File: config.mk
export PLATFORM = sky130hd
export DESIGN_NAME = msr_regs
export DESIGN_NICKNAME = d
export VERILOG_FILES = /design/src/logic/msr_pkg.sv /design/src/logic/msr_regs.sv
export SDC_FILE = /design/constraint.sdc
export NUM_CORES = 1
export LEC_CHECK = 0
export BUFFER_PORTS_ARGS = -buffer_cell sky130_fd_sc_hd__buf_2
export CORE_MARGIN = 2
export CORE_UTILIZATION = 28
export DETAILED_ROUTE_END_ITERATION = 12
export GPL_TIMING_DRIVEN = 0
export SLEW_MARGIN = 30
export SYNTH_ARGS = -nofsm -noshare
export SYNTH_HDL_FRONTEND = slang
export SYNTH_SLANG_ARGS = --single-unit
File: constraint.sdc
create_clock -name clock -period 6.7 [get_ports clock]
set_input_delay 0.67 -clock clock [delete_from_list [all_inputs] [get_ports clock]]
set_output_delay 0.67 -clock clock [all_outputs]
set_load 0.02 [all_outputs]
File: src/logic/msr_pkg.sv
// Package for the Modbus status and control register bank
`default_nettype none

package msr_pkg;

    // Modbus function codes
    localparam logic [7:0] MSR_FC_READ_HOLDING = 8'h03;
    localparam logic [7:0] MSR_FC_READ_INPUT   = 8'h04;
    localparam logic [7:0] MSR_FC_WRITE_SINGLE = 8'h06;
    localparam logic [7:0] MSR_FC_EXC_FLAG     = 8'h80;

    // Modbus exception codes
    localparam logic [7:0] MSR_EXC_NONE          = 8'h00;
    localparam logic [7:0] MSR_EXC_ILLEGAL_FUNC  = 8'h01;
    localparam logic [7:0] MSR_EXC_ILLEGAL_ADDR  = 8'h02;
    localparam logic [7:0] MSR_EXC_ILLEGAL_VALUE = 8'h03;

    // Register word addresses
    localparam logic [15:0] MSR_ADDR_POWER_INPUT_ONE_STATUS = 16'h0058;
    localparam logic [15:0] MSR_ADDR_POWER_INPUT_TWO_STATUS = 16'h0059;
    localparam logic [15:0] MSR_ADDR_FAULT_INDICATOR_STATUS = 16'h005A;
    localparam logic [15:0] MSR_ADDR_VIDEO_PRESENCE_CH1     = 16'h005B;
    localparam logic [15:0] MSR_ADDR_VIDEO_PRESENCE_CH2     = 16'h005C;
    localparam logic [15:0] MSR_ADDR_VIDEO_PRESENCE_CH3     = 16'h005D;
    localparam logic [15:0] MSR_ADDR_VIDEO_PRESENCE_CH4     = 16'h005E;
    localparam logic [15:0] MSR_ADDR_DIGITAL_INPUT_ONE      = 16'h0080;
    localparam logic [15:0] MSR_ADDR_DIGITAL_INPUT_TWO      = 16'h0081;
    localparam logic [15:0] MSR_ADDR_DIGITAL_INPUT_THREE    = 16'h0082;
    localparam logic [15:0] MSR_ADDR_DIGITAL_INPUT_FOUR     = 16'h0083;
    localparam logic [15:0] MSR_ADDR_RELAY_OUTPUT_ONE       = 16'h0088;
    localparam logic [15:0] MSR_ADDR_RELAY_OUTPUT_TWO       = 16'h0089;
    localparam logic [15:0] MSR_ADDR_RATE_DURATION_CH1      = 16'h0800;
    localparam logic [15:0] MSR_ADDR_RATE_CONTROL_CH1       = 16'h0801;
    localparam logic [15:0] MSR_ADDR_RATE_DURATION_CH2      = 16'h0802;
    localparam logic [15:0] MSR_ADDR_RATE_CONTROL_CH2       = 16'h0803;
    localparam logic [15:0] MSR_ADDR_RATE_DURATION_CH3      = 16'h0804;
    localparam logic [15:0] MSR_ADDR_RATE_CONTROL_CH3       = 16'h0805;
    localparam logic [15:0] MSR_ADDR_RATE_DURATION_CH4      = 16'h0806;
    localparam logic [15:0] MSR_ADDR_RATE_CONTROL_CH4       = 16'h0807;
    localparam logic [15:0] MSR_ADDR_NETWORK_PORT_ONE_LINK  = 16'h1000;
    localparam logic [15:0] MSR_ADDR_NETWORK_PORT_TWO_LINK  = 16'h1001;

    // Address groups for the per-channel and per-relay words, index 0 first
    localparam logic [1:0][15:0] MSR_RELAY_ADDRS =
        {MSR_ADDR_RELAY_OUTPUT_TWO, MSR_ADDR_RELAY_OUTPUT_ONE};
    localparam logic [3:0][15:0] MSR_RATE_DUR_ADDRS =
        {MSR_ADDR_RATE_DURATION_CH4, MSR_ADDR_RATE_DURATION_CH3,
         MSR_ADDR_RATE_DURATION_CH2, MSR_ADDR_RATE_DURATION_CH1};
    localparam logic [3:0][15:0] MSR_RATE_CTL_ADDRS =
        {MSR_ADDR_RATE_CONTROL_CH4, MSR_ADDR_RATE_CONTROL_CH3,
         MSR_ADDR_RATE_CONTROL_CH2, MSR_ADDR_RATE_CONTROL_CH1};

    // Word values
    localparam logic [15:0] MSR_WORD_OFF      = 16'h0000;
    localparam logic [15:0] MSR_WORD_ON       = 16'h0001;
    localparam logic [15:0] MSR_PORT_DISABLED = 16'h0002;
    localparam logic [15:0] MSR_PORT_ABSENT   = 16'hFFFF;
    localparam logic [15:0] MSR_DUR_MIN       = 16'h0001;
    localparam logic [15:0] MSR_DUR_MAX       = 16'h03E7;

    // Values after reset
    localparam logic [1:0]       MSR_RELAY_RST = 2'h0;
    localparam logic [15:0]      MSR_DUR_RST   = 16'h0001;
    localparam logic [3:0]       MSR_RUN_RST   = 4'h0;

    // Pin input synchroniser depth
    localparam int unsigned MSR_SYNC_STAGES = 3;

    typedef logic [3:0][15:0] msr_dur_t;

    // Status pins, gathered so they synchronise as one vector
    typedef struct packed {
        logic [1:0] port_link_up;
        logic [1:0] port_enabled;
        logic [1:0] port_fitted;
        logic [3:0] digital_in;
        logic [3:0] video_present;
        logic       fault_active;
        logic [1:0] power_present;
    } msr_pins_s;

    typedef struct packed {
        logic [7:0]  fc;
        logic [15:0] addr;
        logic [15:0] wdata;
    } msr_req_s;

    typedef struct packed {
        logic [7:0]  fc;
        logic        exc;
        logic [7:0]  exc_code;
        logic [15:0] addr;
        logic [15:0] data;
    } msr_rsp_s;

endpackage

`default_nettype wire

File: src/logic/msr_regs.sv
// Modbus status and control register bank of the video encoder
//
// Functional notes
// [RULE1] Function codes 3 and 4 read identically
// [RULE2] Power words: 0 absent, 1 present
// [RULE3] Fault word reads 1 while fault asserted
// [RULE4] Video presence words for channels one-four
// [RULE5] Four digital input words reflect input state
// [RULE6] Relay words write open/close, read state
// [RULE7] Duration words per channel, range 1 to 999
// [RULE8] Control words: 1 always run, 0 stopped
// [RULE9] Port words: down, up, disabled, absent
// [RULE10] Bad writes get exception, contents unchanged
`timescale 1ns/1ps
`default_nettype none

module msr_regs
#(
    parameter int unsigned DUR_MAX_P = 999
)
(
    // Clock and reset
    input  wire logic              clock,
    input  wire logic              rst,
    // Status pins, asynchronous to clock
    input  wire msr_pkg::msr_pins_s pins,
    // Modbus request, one word per request
    input  wire logic              req_valid,
    input  wire msr_pkg::msr_req_s  req,
    // Modbus answer
    output logic                   rsp_valid,
    output msr_pkg::msr_rsp_s       rsp,
    // Controlled outputs
    output logic [1:0]             relay_close,
    output msr_pkg::msr_dur_t       rate_duration,
    output logic [3:0]             rate_run
);
    import msr_pkg::*;

    if (DUR_MAX_P < 1 || DUR_MAX_P > 65535)
    begin : g_bad_dur_max
        $error("DUR_MAX_P must lie in 1..65535");
    end

    localparam logic [15:0] DUR_MAX = 16'(DUR_MAX_P);

    function automatic logic [15:0] flag_word(input logic b);
        flag_word = b ? MSR_WORD_ON : MSR_WORD_OFF;
    endfunction

    ////////////////////////////////////////////////////////////////////////////////
    // Pin synchroniser: a change counts once stages two and three agree

    msr_pins_s sync1_q;
    msr_pins_s sync2_q;
    msr_pins_s sync3_q;
    msr_pins_s pins_q;
    msr_pins_s pins_d;

    always_comb
    begin
        // Hold the last agreed level while the two late stages disagree
        pins_d = (sync2_q & sync3_q) | (pins_q & (sync2_q | sync3_q));
    end

    always_ff @(posedge clock or posedge rst)
    begin
        if (rst)
        begin
            sync1_q <= '0;
            sync2_q <= '0;
            sync3_q <= '0;
            pins_q  <= '0;
        end
        else
        begin
            sync1_q <= pins;
            sync2_q <= sync1_q;
            sync3_q <= sync2_q;
            pins_q  <= pins_d;
        end
    end

    ////////////////////////////////////////////////////////////////////////////////
    // Address decode, write checks and next register values

    logic [1:0]  relay_q;
    logic [1:0]  relay_d;
    msr_dur_t    dur_q;
    msr_dur_t    dur_d;
    logic [3:0]  run_q;
    logic [3:0]  run_d;
    logic        rd_hit;
    logic        wr_able;
    logic        val_ok;
    logic        wr_go;
    logic        is_read;
    logic [15:0] rd_word;
    logic [15:0] port_word [2];

    always_comb
    begin
        for (int p = 0; p < 2; p++)
        begin
            // Absent beats disabled beats link state
            if (!pins_q.port_fitted[p])
                port_word[p] = MSR_PORT_ABSENT;  // [RULE9]
            else if (!pins_q.port_enabled[p])
                port_word[p] = MSR_PORT_DISABLED;  // [RULE9]
            else
                port_word[p] = flag_word(pins_q.port_link_up[p]);  // [RULE9]
        end
    end

    always_comb
    begin
        is_read = (req.fc == MSR_FC_READ_HOLDING) || (req.fc == MSR_FC_READ_INPUT);  // [RULE1]
        wr_go   = req_valid && (req.fc == MSR_FC_WRITE_SINGLE);
        rd_hit  = 1'b1;
        wr_able = 1'b0;
        val_ok  = 1'b0;
        rd_word = MSR_WORD_OFF;
        relay_d = relay_q;
        dur_d   = dur_q;
        run_d   = run_q;
        case (req.addr)
            MSR_ADDR_POWER_INPUT_ONE_STATUS: rd_word = flag_word(pins_q.power_present[0]);  // [RULE2]
            MSR_ADDR_POWER_INPUT_TWO_STATUS: rd_word = flag_word(pins_q.power_present[1]);  // [RULE2]
            MSR_ADDR_FAULT_INDICATOR_STATUS: rd_word = flag_word(pins_q.fault_active);  // [RULE3]
            MSR_ADDR_VIDEO_PRESENCE_CH1:     rd_word = flag_word(pins_q.video_present[0]);  // [RULE4]
            MSR_ADDR_VIDEO_PRESENCE_CH2:     rd_word = flag_word(pins_q.video_present[1]);  // [RULE4]
            MSR_ADDR_VIDEO_PRESENCE_CH3:     rd_word = flag_word(pins_q.video_present[2]);  // [RULE4]
            MSR_ADDR_VIDEO_PRESENCE_CH4:     rd_word = flag_word(pins_q.video_present[3]);  // [RULE4]
            MSR_ADDR_DIGITAL_INPUT_ONE:      rd_word = flag_word(pins_q.digital_in[0]);  // [RULE5]
            MSR_ADDR_DIGITAL_INPUT_TWO:      rd_word = flag_word(pins_q.digital_in[1]);  // [RULE5]
            MSR_ADDR_DIGITAL_INPUT_THREE:    rd_word = flag_word(pins_q.digital_in[2]);  // [RULE5]
            MSR_ADDR_DIGITAL_INPUT_FOUR:     rd_word = flag_word(pins_q.digital_in[3]);  // [RULE5]
            MSR_ADDR_NETWORK_PORT_ONE_LINK:  rd_word = port_word[0];  // [RULE9]
            MSR_ADDR_NETWORK_PORT_TWO_LINK:  rd_word = port_word[1];  // [RULE9]
            default:                         rd_hit = 1'b0;
        endcase
        for (int r = 0; r < 2; r++)
        begin
            if (req.addr == MSR_RELAY_ADDRS[r])
            begin
                rd_hit  = 1'b1;
                wr_able = 1'b1;
                rd_word = flag_word(relay_q[r]);  // [RULE6]
                val_ok  = (req.wdata <= MSR_WORD_ON);  // [RULE10]
                if (wr_go && val_ok)
                    relay_d[r] = req.wdata[0];  // [RULE6]
            end
        end
        for (int c = 0; c < 4; c++)
        begin
            if (req.addr == MSR_RATE_DUR_ADDRS[c])
            begin
                rd_hit  = 1'b1;
                wr_able = 1'b1;
                rd_word = dur_q[c];
                val_ok  = (req.wdata >= MSR_DUR_MIN) && (req.wdata <= DUR_MAX);  // [RULE7]
                if (wr_go && val_ok)
                    dur_d[c] = req.wdata;  // [RULE7]
            end
            if (req.addr == MSR_RATE_CTL_ADDRS[c])
            begin
                rd_hit  = 1'b1;
                wr_able = 1'b1;
                rd_word = flag_word(run_q[c]);
                val_ok  = (req.wdata <= MSR_WORD_ON);  // [RULE10]
                if (wr_go && val_ok)
                    run_d[c] = req.wdata[0];  // [RULE8]
            end
        end
    end

    ////////////////////////////////////////////////////////////////////////////////
    // Answer, one cycle after the request

    msr_rsp_s rsp_d;
    msr_rsp_s rsp_q;
    logic     rsp_valid_q;
    logic [7:0] exc_code;

    always_comb
    begin
        if (!is_read && req.fc != MSR_FC_WRITE_SINGLE)
            exc_code = MSR_EXC_ILLEGAL_FUNC;
        else if (!rd_hit || (!is_read && !wr_able))
            exc_code = MSR_EXC_ILLEGAL_ADDR;  // [RULE10]
        else if (!is_read && !val_ok)
            exc_code = MSR_EXC_ILLEGAL_VALUE;  // [RULE10]
        else
            exc_code = MSR_EXC_NONE;
        rsp_d.exc      = (exc_code != MSR_EXC_NONE);
        rsp_d.exc_code = exc_code;
        rsp_d.fc       = rsp_d.exc ? (req.fc | MSR_FC_EXC_FLAG) : req.fc;
        rsp_d.addr     = req.addr;
        // Same word for either read code; a write echoes its value
        if (rsp_d.exc)
            rsp_d.data = MSR_WORD_OFF;
        else if (is_read)
            rsp_d.data = rd_word;  // [RULE1]
        else
            rsp_d.data = req.wdata;
    end

    always_ff @(posedge clock or posedge rst)
    begin
        if (rst)
        begin
            relay_q     <= MSR_RELAY_RST;
            dur_q       <= {4{MSR_DUR_RST}};
            run_q       <= MSR_RUN_RST;
            rsp_valid_q <= 1'b0;
            rsp_q       <= '0;
        end
        else
        begin
            relay_q     <= relay_d;
            dur_q       <= dur_d;
            run_q       <= run_d;
            rsp_valid_q <= req_valid;
            if (req_valid)
                rsp_q <= rsp_d;
        end
    end

    assign rsp_valid     = rsp_valid_q;
    assign rsp           = rsp_q;
    assign relay_close   = relay_q;
    assign rate_duration = dur_q;
    assign rate_run      = run_q;
endmodule

`default_nettype wire

==> summary.md, run 1 <==
| Metric | Value |
|---|---|
| Most frequent cells after synthesis | `dfrtp_1 (178), mux2_2 (57), nand4_1 (45)` |
| Setup ws final | `3.53 ns` |
| RSZ-0062 raised after global routing | `no` |
| Wire per inst | `19.2 µm` |
| Hold-fix buffers at CTS | `0` |
| Most common cell in the synthesized netlist | `dfrtp_1` |
| Row cnt | `between 60 and 70` |
| Synth cell types | `62` |
| Register area share after synthesis | `58.3%` |
| Routability cong. | `about 0.87` |
| CTS tree | `done` |
| Syn Area/Cell | `between 10 and 15 µm²` |
| Drt first pass iters | `5` |
| H-tree depth | `4` |
| Root Buffer | `clkbuf_16` |
| Highest-delay cell along the critical path | `o21ai_1` |
| Post-CTS setup buffers | `0` |
| Worst-path fanout max | `10` |
| Switching Share | `26.8%` |
| Crit path launch type | `input port` |
| Crit-path max cell delay | `0.76 ns` |
| Antenna Violating Nets Remaining | `0` |
| Vias in the first global route | `5,792` |
| Clock latency on the worst-skew pair | `0.44 ns` |
| Power, Total | `0.00233 W` |
| Status | `finished, final reports clean` |
| Largest net degree at the start of global routing | `87` |
| Die area | `29,300 µm²` |
| # resized after CTS | `0` |
| Crit. End Element | `flip-flop` |
| Number of synthesized register bits | `182` |
| Hold Path Class | `in -> async` |
| Initial antenna violation count | `3` |
| Initial Utilization | `28.3%` |
| Primary FF master, synth | `dfrtp_1` |
| Synth-to-Final Area Change | `25.7%` |
| Via density | `4.92` |
| Synth Area in XOR/XNOR | `0%` |
| IO Count | `180` |
| Vias post-DR | `6,018` |
| Post-place setup slack | `roughly 3.2 ns` |
| PD cells | `237 nW/µm²` |
| Fraction of layout cells with a size suffix above 1 | `34.9%` |
| Die H | `171 µm` |
| Yosys warning count | `0` |
| Post-route minimum period | `between 3 and 4 ns` |
| Period utilization | `between 40 and 50%` |
| Synth Area in Compound Gates | `8.92%` |
| CTS max path bufs | `2` |
| Number of remaining DRC errors | `0` |
| Worst-path cell chain | `buf_2 > nor3_1 > nand4_1 > o21ai_1 > clkbuf_1 > a211oi_1 > nor3_1 > o2bb2ai_2` |
| First-pass GRT wire length | `35.2 mm` |
| Mux contribution to synthesized area | `11.1%` |
| Critical Path RT | `7.01 ns` |
| Final slew viol count | `0` |
| Crit-path most repeated cell | `nor3_1` |
| Synth Area in Adders | `2.18%` |
| Die width | `~170 µm` |
| Syn Std Cell Area | `7820 µm²` |
| CP delay by family, top | `simple AND/OR/NAND/NOR gates` |
| Largest family of logic cells by synthesized area | `simple AND/OR/NAND/NOR gates` |
| Fmax | `315 MHz` |
| Nets | `893` |
| Antenna Cells | `0` |
| Static Leak | `around 4.5 nW` |
| Post-Route WL | `23.5 mm` |
| Clock Sinks | `around 180` |
| Largest cells by area after synthesis | `dfrtp_1 (57%), mux2_2 (8.2%), nand4_1 (3.6%), and2_1 (3.0%), maj3_1 (2.2%)` |
| Number of synthesized flops with an enable pin | `0` |
| Reg power frac | `49.8%` |
| Max_slew headroom | `43.4%` |
| Hpwl dp | `approximately 18 mm` |
| Max rail drop VDD | `156 µV` |
| Combinational power share | `7.7%` |
| Post-synth top area cell | `dfrtp_1` |
| Grt total ovfl | `0` |
| Final setup vio count | `0` |
| Post-Syn Instances | `634` |
| Max-cap violations | `0` |
| Clock-pin slew on the worst setup and hold paths | `0.07 ns` |
| Final Hold Fails | `0` |
| Clk_skew | `0.0130 ns` |
| Gr usage total | `between 10% and 20%` |
| Worst Path Arrival | `3.48 ns` |
| Buffers & Inverters on Critical Path | `2` |
| Core Area | `between 20,000 and 30,000 µm²` |
| Async SR Flop Fraction | `100%` |
| Buffers added on ports | `173` |
| Iteration-0 DRC Markers | `570` |
| Clock Power Share | `42.5%` |
| Top cell type's share of synthesized area | `57.0%` |
| Crit Path Category | `in -> reg` |
| Sw power | `0.000624 W` |
| Int Pwr | `0.00170 W` |
| Simple-gate share of the synthesized area | `about 16%` |
| Number of buffers created by CTS | `17` |
| Slew @ Worst Pin | `0.843 ns` |
flip-flops by register name, summed over array words and instances, names as in the netlist:
| name | cells |
|---|---|
| rate_duration | 64 |
| rsp | 43 |
| pins_q | 17 |
| sync1_q | 17 |
| sync2_q | 17 |
| sync3_q | 17 |
| rate_run | 4 |
| relay_close | 2 |
| rsp_valid | 1 |
logic make-up (layout without fill, tap and decap cells):
group | count (synthesis) | in the layout
flip-flops | 182 | 182
multiplexers | 77 | 77
adder cells (fa/ha/maj) | 17 | 17
other | 1 | 6
AND/OR/NAND/NOR | 208 | 208
buffers and inverters | 59 | 266
AO/OA/AOI/OAI | 90 | 90
power by group through the flow:
| stage | combinational (W) | clock, W | sequential (W) |
|---|---|---|---|
| 3_5_place_dp | 0.000180 | 0 | 0.00118 |
| 4_1_cts | 0.000181 | 0.00102 | 0.00116 |
| 6_report | 0.000180 | 0.000988 | 0.00116 |
| 2_1_floorplan | 0.0000855 | 0 | 0.00119 |
| 3_3_place_gp | 0.000174 | 0 | 0.00118 |
| 5_1_grt | 0.000197 | 0.00106 | 0.00116 |
final cells by class:
cell class | instances | area (µm²)
fillers | 2783 | 17800
flip-flops and latches | 182 | 4560
multi-input cells | 398 | 3010
repair buffers | 175 | 921
well taps | 378 | 473
clock buffers | 18 | 429
plain buffers | 50 | 235
clock inverters | 14 | 160
inverters | 9 | 41.3
through the flow:
step	instances	hold slack [ns]	setup TNS [ns]	cell area, µm²	util, %
2_1_floorplan	639	0.331	0	7840	-
3_3_place_gp	1190	0.332	-170.89	9170	33.2
3_5_place_dp	1192	0.335	0	9240	33.4
4_1_cts	1224	0.148	0	9830	35.6
5_1_grt	1224	0.163	0	9830	35.6
6_report	1224	0.170	0	9830	35.6
final timing paths:
path / start / to / slack, ns / depth (start not counted)
min reg2reg: sync1_q[10] / sync2_q[10] / 0.35 / 0
min: rst / sync1_q[16] / 0.17 / 2
max reg2reg: pins_q[11] / rsp[15] / 4.66 / 7
max: req[21] / rsp[4] / 3.53 / 8
min in group clock: pins[6] / sync1_q[6] / 0.33 / 1
max in group asynchronous: rst / rsp[8] / 5.83 / 3
worst register-to-register path: cells and delay by family, from the launching register on:
kind,cells,cell delay [ns]
and+or+nand+nor,2,0.43
DFF,1,0.37
AOI/OAI and AO/OA,4,0.69
buffers and inverters,1,0.44
cell usage in the layout, fill, tap and decap left out, types with 4 or more instances in the layout:
cell / Yosys / layout
a31oi_1: 15 / 15
clkbuf_16: 0 / 17
or3_1: 6 / 6
inv_1: 9 / 8
mux2_1: 13 / 13
nand2_1: 24 / 24
dfstp_2: 4 / 4
o2bb2ai_2: 8 / 8
and3_1: 4 / 4
dfrtp_1: 178 / 178
mux2_2: 57 / 57
nor4_1: 21 / 21
a211oi_1: 14 / 14
nand2b_1: 4 / 4
a21oi_1: 13 / 13
nor3_1: 19 / 19
clkbuf_1: 34 / 35
nand3_1: 8 / 8
inv_8: 0 / 4
or4_1: 4 / 4
buf_4: 6 / 6
mux2i_1: 6 / 6
clkinv_8: 0 / 5
nor2_1: 15 / 15
o2bb2ai_1: 7 / 7
buf_2: 5 / 178
nand4_1: 45 / 45
o21ai_0: 8 / 8
and2_1: 37 / 37
maj3_1: 17 / 17
conb_1: 1 / 6
routing by layer:
metal  up-vias  GRT usage (%)  part of all wire (%)
met5         -              0                  0.17
met4         6           4.90                   1.8
met3        40           5.14                   8.3
met2       255           25.7                    47
met1      2938           20.9                    43
li1       2779              -                     -
(Power assumes the default switching activity.)
==> inputs of run 2 (changes only) <==
--- a/config.mk
+++ b/config.mk
@@ -5,6 +5,7 @@
 export SDC_FILE = /design/constraint.sdc
 export NUM_CORES = 1
 export LEC_CHECK = 0
+export ABC_AREA = 1
 export BUFFER_PORTS_ARGS = -buffer_cell sky130_fd_sc_hd__buf_2
 export CORE_MARGIN = 2
 export CORE_UTILIZATION = 28
==> constraint.sdc (replaced) <==
create_clock -name clock -period 2.7 [get_ports clock]
set_input_delay 0.27 -clock clock [delete_from_list [all_inputs] [get_ports clock]]
set_output_delay 0.27 -clock clock [all_outputs]
set_load 0.02 [all_outputs]
==> run 2 against run 1 <==
  * Die area is 3.6% lower
  * Largest cell class unchanged
  * Worst hold slack lost 0.14 ns
  * Final cell count is 13% higher
  * Combinational power up 120%
  * Design area decreased by 0.59%
  * Sequential share of layout area grew 0.27 points
  * Highest routed layer is now met4
  * Clock power rose by 150%
  * Utilization up 1.1 points
  * Worst setup slack worse by 2.9 ns
==> summary.md, run 2 <==
| Metric | Value |
|---|---|
| Final setup vio count | `0 (unchanged)` |
| Async SR Flop Fraction | `100% (unchanged)` |
| Number of buffers created by CTS | `17 (unchanged)` |
| Post-route minimum period | `2.11 ns` |
| Clk_skew | `0.0104 ns (was 0.0130 ns)` |
| Synth-to-Final Area Change | `29.7% (was 25.7%)` |
| Iteration-0 DRC Markers | `421 (was 570)` |
| Die width | `168 µm (was 171 µm)` |
| Status | `finished, final reports clean (unchanged)` |
| Worst-path cell chain | `buf_2 > nor4_1 > nand2_1 > nor3_1 > nand2_1 > nor2_1 > nor2_1 (was buf_2 > nor3_1 > nand4_1 > o21ai_1 > clkbuf_1 > a211oi_1 > nor3_1 > o2bb2ai_2)` |
| Post-synth top area cell | `dfrtp_1 (unchanged)` |
| Reg2reg setup slack | `1.08 ns (was 4.66 ns)` |
| Initial Utilization | `28.3% (about the same)` |
| Max rail drop VDD | `303 µV (was 156 µV)` |
| Syn Std Cell Area | `7530 µm² (was 7820 µm²)` |
| Worst-case reg-to-reg path depth | `14 (was 7)` |
| Clock Sinks | `182 (unchanged)` |
| Largest cells by area after synthesis | `dfrtp_1 (59%), nand2_1 (10%), inv_1 (4.0%), nor2_1 (3.9%), o21ai_0 (3.7%) (was dfrtp_1 (57%), mux2_2 (8.2%), nand4_1 (3.6%), and2_1 (3.0%), maj3_1 (2.2%))` |
| Yosys warning count | `0 (unchanged)` |
| Top cell type's share of synthesized area | `59.1% (was 57.0%)` |
| First-pass GRT wire length | `35.6 mm (was 35.2 mm)` |
| Power, Total | `0.00571 W (was 0.00233 W)` |
| Commonest non-fill, non-tap cell in the layout | `nand2_1` |
| Critical Path RT | `2.99 ns (was 7.01 ns)` |
| H-tree depth | `4 (unchanged)` |
| Hpwl dp | `16.9 mm (was 17.7 mm)` |
| Clock-pin slew on the worst setup and hold paths | `0.07 ns (about the same)` |
| Worst hold start | `req_valid` |
| Crit-path max cell delay | `0.57 ns (was 0.76 ns)` |
| Row cnt | `60 (was 61)` |
| Fraction of layout cells with a size suffix above 1 | `26.7% (was 34.9%)` |
| CTS max path bufs | `2 (unchanged)` |
| Commonest non-fill, non-tap cells in the layout | `nand2_1 (201), buf_2 (184), dfrtp_1 (178), inv_1 (80), nor2_1 (79) (was buf_2 (178), dfrtp_1 (178), mux2_2 (57), nand4_1 (45), and2_1 (37))` |
| Post-Route WL | `22.5 mm (was 23.5 mm)` |
| Buffers & Inverters on Critical Path | `1 (was 2)` |
| Post-Syn Instances | `800 (was 634)` |
| Wire per inst | `16.3 µm (was 19.2 µm)` |
| Die area | `28,200 µm² (was 29,300 µm²)` |
| Gr usage total | `16.4% (was 16.1%)` |
| Fillers | `2,693 (was 2,783)` |
| Static Leak | `4.81 nW (was 4.45 nW)` |
| Fin util | `36.7% (was 35.6%)` |
| Crit Path Category | `in -> reg (unchanged)` |
| Slew @ Worst Pin | `0.709 ns (was 0.843 ns)` |
| Initial antenna violation count | `1 (was 3)` |
| Buffers added on ports | `173 (unchanged)` |
| Root Buffer | `clkbuf_16 (unchanged)` |
| Worst Path Arrival | `2.40 ns (was 3.48 ns)` |
| Core Area | `26,700 µm² (was 27,600 µm²)` |
| Number of synthesized register bits | `182 (unchanged)` |
| Clock latency on the worst-skew pair | `0.43 ns (was 0.44 ns)` |
| Drt first pass iters | `5 (unchanged)` |
| Routability cong. | `0.838 (was 0.869)` |
| Vias in the first global route | `6,154 (was 5,792)` |
| Critical Path Source | `req[39] (was req[21])` |
| Via density | `4.53 (was 4.92)` |
| Hold Path Depth | `1` |
| Launching point of the worst reg2reg path | `pins_q[14] (was pins_q[11])` |
| Antenna Violating Nets Remaining | `0 (unchanged)` |
| Worst-path fanout max | `6 (was 10)` |
| Number of synthesized flops with an enable pin | `0 (unchanged)` |
| Period utilization | `78.3%` |
| Highest-delay cell along the critical path | `nor3_1 (was o21ai_1)` |
| CTS tree | `done (unchanged)` |
| Final Hold Fails | `0 (unchanged)` |
| Largest net degree at the start of global routing | `31 (was 87)` |
| Hold Path Class | `in -> reg (was in -> async)` |
| Max reg flops | `64 (unchanged)` |
| Syn Area/Cell | `9.42 µm² (was 12.3 µm²)` |
| PD cells | `584 nW/µm² (was 237 nW/µm²)` |
| Reg2reg end | `rsp[0] (was rsp[15])` |
| IO Count | `180 (unchanged)` |
| Grt total ovfl | `0 (unchanged)` |
| Hold slack final | `0.0261 ns (was 0.170 ns)` |
| Primary FF master, synth | `dfrtp_1 (unchanged)` |
| Vias post-DR | `6,231 (was 6,018)` |
| WHS Endpoint | `rsp_valid` |
| Crit path launch type | `input port (unchanged)` |
| RSZ-0062 raised after global routing | `no (unchanged)` |
| Synth cell types | `46 (was 62)` |
| Nets | `1,082 (was 893)` |
| Most frequent cells after synthesis | `nand2_1 (201), dfrtp_1 (178), inv_1 (81) (was dfrtp_1 (178), mux2_2 (57), nand4_1 (45))` |
| Max-cap violations | `0 (unchanged)` |
| Most common cell in the synthesized netlist | `nand2_1 (was dfrtp_1)` |
| Register area share after synthesis | `60.5% (was 58.3%)` |
| Fmax | `473 MHz` |
| Die H | `168 µm (was 171 µm)` |
| Max_slew headroom | `52.4% (was 43.4%)` |
| Number of remaining DRC errors | `0 (unchanged)` |
| Final slew viol count | `0 (unchanged)` |
| CP delay by family, top | `simple AND/OR/NAND/NOR gates (unchanged)` |
| Crit. End Element | `flip-flop (unchanged)` |
run 2: changes by cell type after synthesis, moves of 13 or more:
cell      delta
o21ai_0     +48
a31oi_1     -14
nand4_1     -28
a211oi_1    -13
inv_1       +72
o21ai_1     +17
nor2_1      +64
mux2_2      -57
nand3_1     +24
clkbuf_1    -25
nor4_1      -19
nand2_1    +177
and2_1      -37
mux2_1      -13
run 2: cells by family after synthesis:
family / Yosys count / synth area share, %
AOI/OAI and AO/OA: 118 / 9.37
adders and majority gates: 17 / 2.26
buffers and inverters: 117 / 6.46
DFF: 182 / 60.5
muxes: 1 / 0.133
other: 1 / 0.0498
and+or+nand+nor: 364 / 21.2
run 2: where the power goes:
group          switching (W)  leakage (nW)  total, W  internal (W)
clock network        0.00113         0.266   0.00243       0.00130
logic               0.000252          2.37  0.000400      0.000148
registers          0.0000524          2.17   0.00287       0.00282
run 2: per-stage QoR:
step / area, µm² / setup slack [ns] / setup TNS (ns) / instances
after detailed placement: 9010 / -0.153 / -0.855 / 1326
after CTS: 9760 / 0.310 / 0 / 1376
after global placement: 8850 / -1.09 / -193.26 / 1319
final: 9770 / 0.586 / 0 / 1377
after global routing: 9770 / 0.302 / 0 / 1377
after floorplan: 7550 / 0.0967 / 0 / 805
run 2: metal layers:
layer	global-route usage, %	share of wire [%]
met1	21.9	45
met2	25.7	45
met3	4.98	8.0
met4	5.29	2.0
met5	0	0
run 2: area by class of cell:
| cell class | count | area (µm²) | area share (%) |
|---|---|---|---|
| repair buffers | 198 | 1200 | 12.3 |
| clock buffers | 19 | 433 | 4.43 |
| multi-input cells | 506 | 2510 | 25.7 |
| well taps | 341 | 427 | 4.37 |
| plain buffers | 28 | 153 | 1.56 |
| clock inverters | 13 | 140 | 1.43 |
| diodes | 1 | 2.50 | 0.0256 |
| flip-flops and latches | 182 | 4560 | 46.7 |
| inverters | 89 | 338 | 3.46 |
run 2: worst register-to-register path, cell delays in order, from the launching register on:
cell and delay, ns:
dfrtp_1 0.41, nand2_1 0.07, nand2_1 0.06, nand3_1 0.10, nand3_1 0.07, nor2_1 0.10, nand3_1 0.07, nand2_1 0.08
nand4_1 0.07, nand2_1 0.07, nand4_1 0.08, nand2_1 0.10, nand2_1 0.06, nand2_1 0.11, nand2_1 0.06
run 2: worst max-delay path by stage:
stage	end	slack (ns)	cells after the start
after floorplan	pins_q[0]	0.1	1
after global placement	rate_duration[39]	-1.09	2
after detailed placement	rate_duration[45]	-0.15	7
after CTS	rate_duration[45]	0.31	7
after global routing	rate_duration[58]	0.30	7
final	rate_duration[59]	0.59	7
run 2: what timing repair did:
action | CTS | global route
hold buffers | 18 | 0
setup buffers | 0 | 0
endpoints found under the hold margin | 76 | 0
resized for setup | 0 | 0
==> inputs of run 3 (changes only) <==
==> constraint.sdc (replaced) <==
create_clock -name clock -period 1.9 [get_ports clock]
set_input_delay 0.19 -clock clock [delete_from_list [all_inputs] [get_ports clock]]
set_output_delay 0.19 -clock clock [all_outputs]
set_load 0.02 [all_outputs]
==> run 3 against run 2 <==
  * Design area rose by 2.2%
  * Final cell count increased by 0.94%
  * Worst hold slack lost 0.0055 ns
  * Wire length up 1.1%
  * Critical endpoint is now rsp[7]
  * Global-route usage rose by 0.11 points
  * Register-to-register slack worse by 0.81 ns
  * Clock skew about the same
  * Combinational power grew 49%
  * Non-clock buffer count up 13
==> summary.md, run 3 (synthesis results as in run 2) <==
| Metric | Value |
|---|---|
| Drt first pass iters | `5 (unchanged)` |
| Fillers | `2,688 (was 2,693)` |
| Multi-input logic area | `2590 µm² (was 2510 µm²)` |
| Switching Share | `25.3% (was 25.2%)` |
| Int Pwr | `0.00608 W (was 0.00427 W)` |
| Number of remaining DRC errors | `0 (unchanged)` |
| Final setup vio count | `0 (unchanged)` |
| Commonest non-fill, non-tap cell in the layout | `nand2_1 (unchanged)` |
| H-tree depth | `4 (unchanged)` |
| Antenna Violating Nets Remaining | `0 (unchanged)` |
| Post-Route WL | `22.7 mm (was 22.5 mm)` |
| Static Leak | `4.90 nW (was 4.81 nW)` |
| Initial Utilization | `28.3% (unchanged)` |
| Post-route minimum period | `1.77 ns` |
| WHS Endpoint | `rsp[20] (was rsp_valid)` |
| Fin util | `37.5% (was 36.7%)` |
| Sw power | `0.00206 W (was 0.00144 W)` |
| Final slew viol count | `0 (unchanged)` |
| Wire per inst | `16.3 µm (about the same)` |
| FF/Latch Area | `4560 µm² (unchanged)` |
| CTS max path bufs | `2 (unchanged)` |
| PD cells | `816 nW/µm² (was 584 nW/µm²)` |
| Via density | `4.54 (was 4.53)` |
| Synth-to-Final Area Change | `32.5% (was 29.7%)` |
| Crit Path Category | `in -> reg (unchanged)` |
| Vias in the first global route | `6,235 (was 6,154)` |
| Crit. End Element | `flip-flop (unchanged)` |
| Slew @ Worst Pin | `0.682 ns (was 0.709 ns)` |
| Final Hold Fails | `0 (unchanged)` |
| Fmax | `564 MHz` |
| Max_slew headroom | `54.6% (was 52.4%)` |
| Commonest non-fill, non-tap cells in the layout | `nand2_1 (200), buf_2 (182), dfrtp_1 (178), inv_1 (79), nor2_1 (73) (was nand2_1 (201), buf_2 (184), dfrtp_1 (178), inv_1 (80), nor2_1 (79))` |
| Core Area | `26,700 µm² (unchanged)` |
| Power, Total | `0.00814 W (was 0.00571 W)` |
| Hold Path Depth | `3 (was 1)` |
| Buffers added on ports | `173 (unchanged)` |
| Nets | `1,095 (was 1,082)` |
| Die width | `168 µm (unchanged)` |
| Die area | `28,200 µm² (unchanged)` |
| Hpwl dp | `16.9 mm (unchanged)` |
| Launching point of the worst reg2reg path | `pins_q[12] (was pins_q[14])` |
| IO Count | `180 (unchanged)` |
| Clock latency on the worst-skew pair | `0.43 ns (about the same)` |
| Number of buffers created by CTS | `17 (unchanged)` |
| Worst-case reg-to-reg path depth | `13 (was 14)` |
| Max reg flops | `64 (unchanged)` |
| Worst hold start | `req[20] (was req_valid)` |
| Status | `finished, final reports clean (unchanged)` |
| Clock Sinks | `182 (unchanged)` |
| Initial antenna violation count | `1 (unchanged)` |
| Clock-pin slew on the worst setup and hold paths | `0.07 ns (about the same)` |
| Max rail drop VDD | `428 µV (was 303 µV)` |
| Die H | `168 µm (unchanged)` |
| Largest net degree at the start of global routing | `31 (unchanged)` |
| Period utilization | `between 90% and 100%` |
| RSZ-0062 raised after global routing | `yes (was no)` |
| Clk_skew | `0.00999 ns (was 0.0104 ns)` |
| Crit path launch type | `input port (unchanged)` |
| Iteration-0 DRC Markers | `409 (was 421)` |
| First-pass GRT wire length | `35.9 mm (was 35.6 mm)` |
| Grt total ovfl | `0 (unchanged)` |
| Gr usage total | `16.5% (was 16.4%)` |
| Worst-path fanout max | `10 (was 6)` |
| Hold slack final | `0.0206 ns (was 0.0261 ns)` |
| Critical Path RT | `2.21 ns (was 2.99 ns)` |
| Reg power frac | `50.2% (was 50.3%)` |
| Setup TNS Final | `0 ns (unchanged)` |
| Vias post-DR | `6,307 (was 6,231)` |
| CTS tree | `done (unchanged)` |
| Row cnt | `60 (unchanged)` |
| Routability cong. | `0.838 (unchanged)` |
| Worst Path Arrival | `2.08 ns (was 2.40 ns)` |
| Reg2reg end | `rsp[0] (unchanged)` |
| Fraction of layout cells with a size suffix above 1 | `27.7% (was 26.7%)` |
| Max-cap violations | `0 (unchanged)` |
| Root Buffer | `clkbuf_16 (unchanged)` |
| Reg2reg setup slack | `0.27 ns (was 1.08 ns)` |
| Clock Power Share | `42.5% (was 42.6%)` |
| Hold Path Class | `in -> reg (unchanged)` |
| Combinational power share | `7.3% (was 7.0%)` |
## run 3: cell types whose count changed in the layout (fill, tap and decap cells not counted), sizes merged
| cell | delta |
|---|---|
| buf | -1 |
| clkbuf | +2 |
| dlygate4sd3 | +12 |
## run 3: worst max path at each step
stage	startpoint	endpoint	slack, ns	cells past startpoint
2_1_floorplan	rst	pins_q[0]	-0.62	1
3_3_place_gp	rst	rate_duration[39]	-1.81	2
3_5_place_dp	req[39]	rate_duration[45]	-0.87	7
4_1_cts	req[25]	rate_duration[56]	0.02	10
5_1_grt	req[31]	rsp[0]	-0.04	16
6_report	req[19]	rsp[7]	0.13	10
## run 3: metrics by stage
step	area [µm²]	setup WS [ns]	std cells
3_3_place_gp	8850	-1.81	1319
5_1_grt	9980	-0.0361	1390
6_report	9980	0.126	1390
3_5_place_dp	9010	-0.873	1326
4_1_cts	9900	0.0190	1388
2_1_floorplan	7550	-0.623	805
## run 3: area by class of cell
cell class,instances,share of cell area [%]
sequential,182,45.7
multi-input combinational,506,26.0
timing repair buffer,211,13.3
clock buffer,19,4.34
tap,341,4.27
inverter,89,3.41
buffer,28,1.60
clock inverter,13,1.40
antenna,1,0.0251
## run 3: power groups by stage
stage / clock (W) / sequential, W / combinational [W]
floorplan: 0 / 0.00420 / 0.000241
global placement: 0 / 0.00416 / 0.000501
detailed placement: 0 / 0.00416 / 0.000549
CTS: 0.00355 / 0.00408 / 0.000599
global route: 0.00372 / 0.00410 / 0.000662
finish: 0.00346 / 0.00409 / 0.000597
## run 3: worst max-delay path, cell delays in order
cell and delay (ns):
buf_2 0.12, nor2_2 0.26, nand2_1 0.17, nor2_2 0.19, nand2_2 0.22, clkbuf_2 0.29
o21ai_1 0.17, nand4_1 0.10, a21oi_1 0.27, o21ai_2 0.09
## run 3: timing repair
item / 4_1_cts / 5_1_grt
hold buffers: 30 / 0
buffers inserted: 0 / 1
endpoints found under the hold margin: 88 / 0
pin swaps: 0 / 1
resized for setup: 6 / 18
endpoints found under the setup margin: 41 / 70
## run 3: layer usage
layer	part of all wire [%]	track usage [%]
met1	45	22.0
met2	45	26.0
met3	7.5	4.98
met4	2.4	5.29
met5	0	0
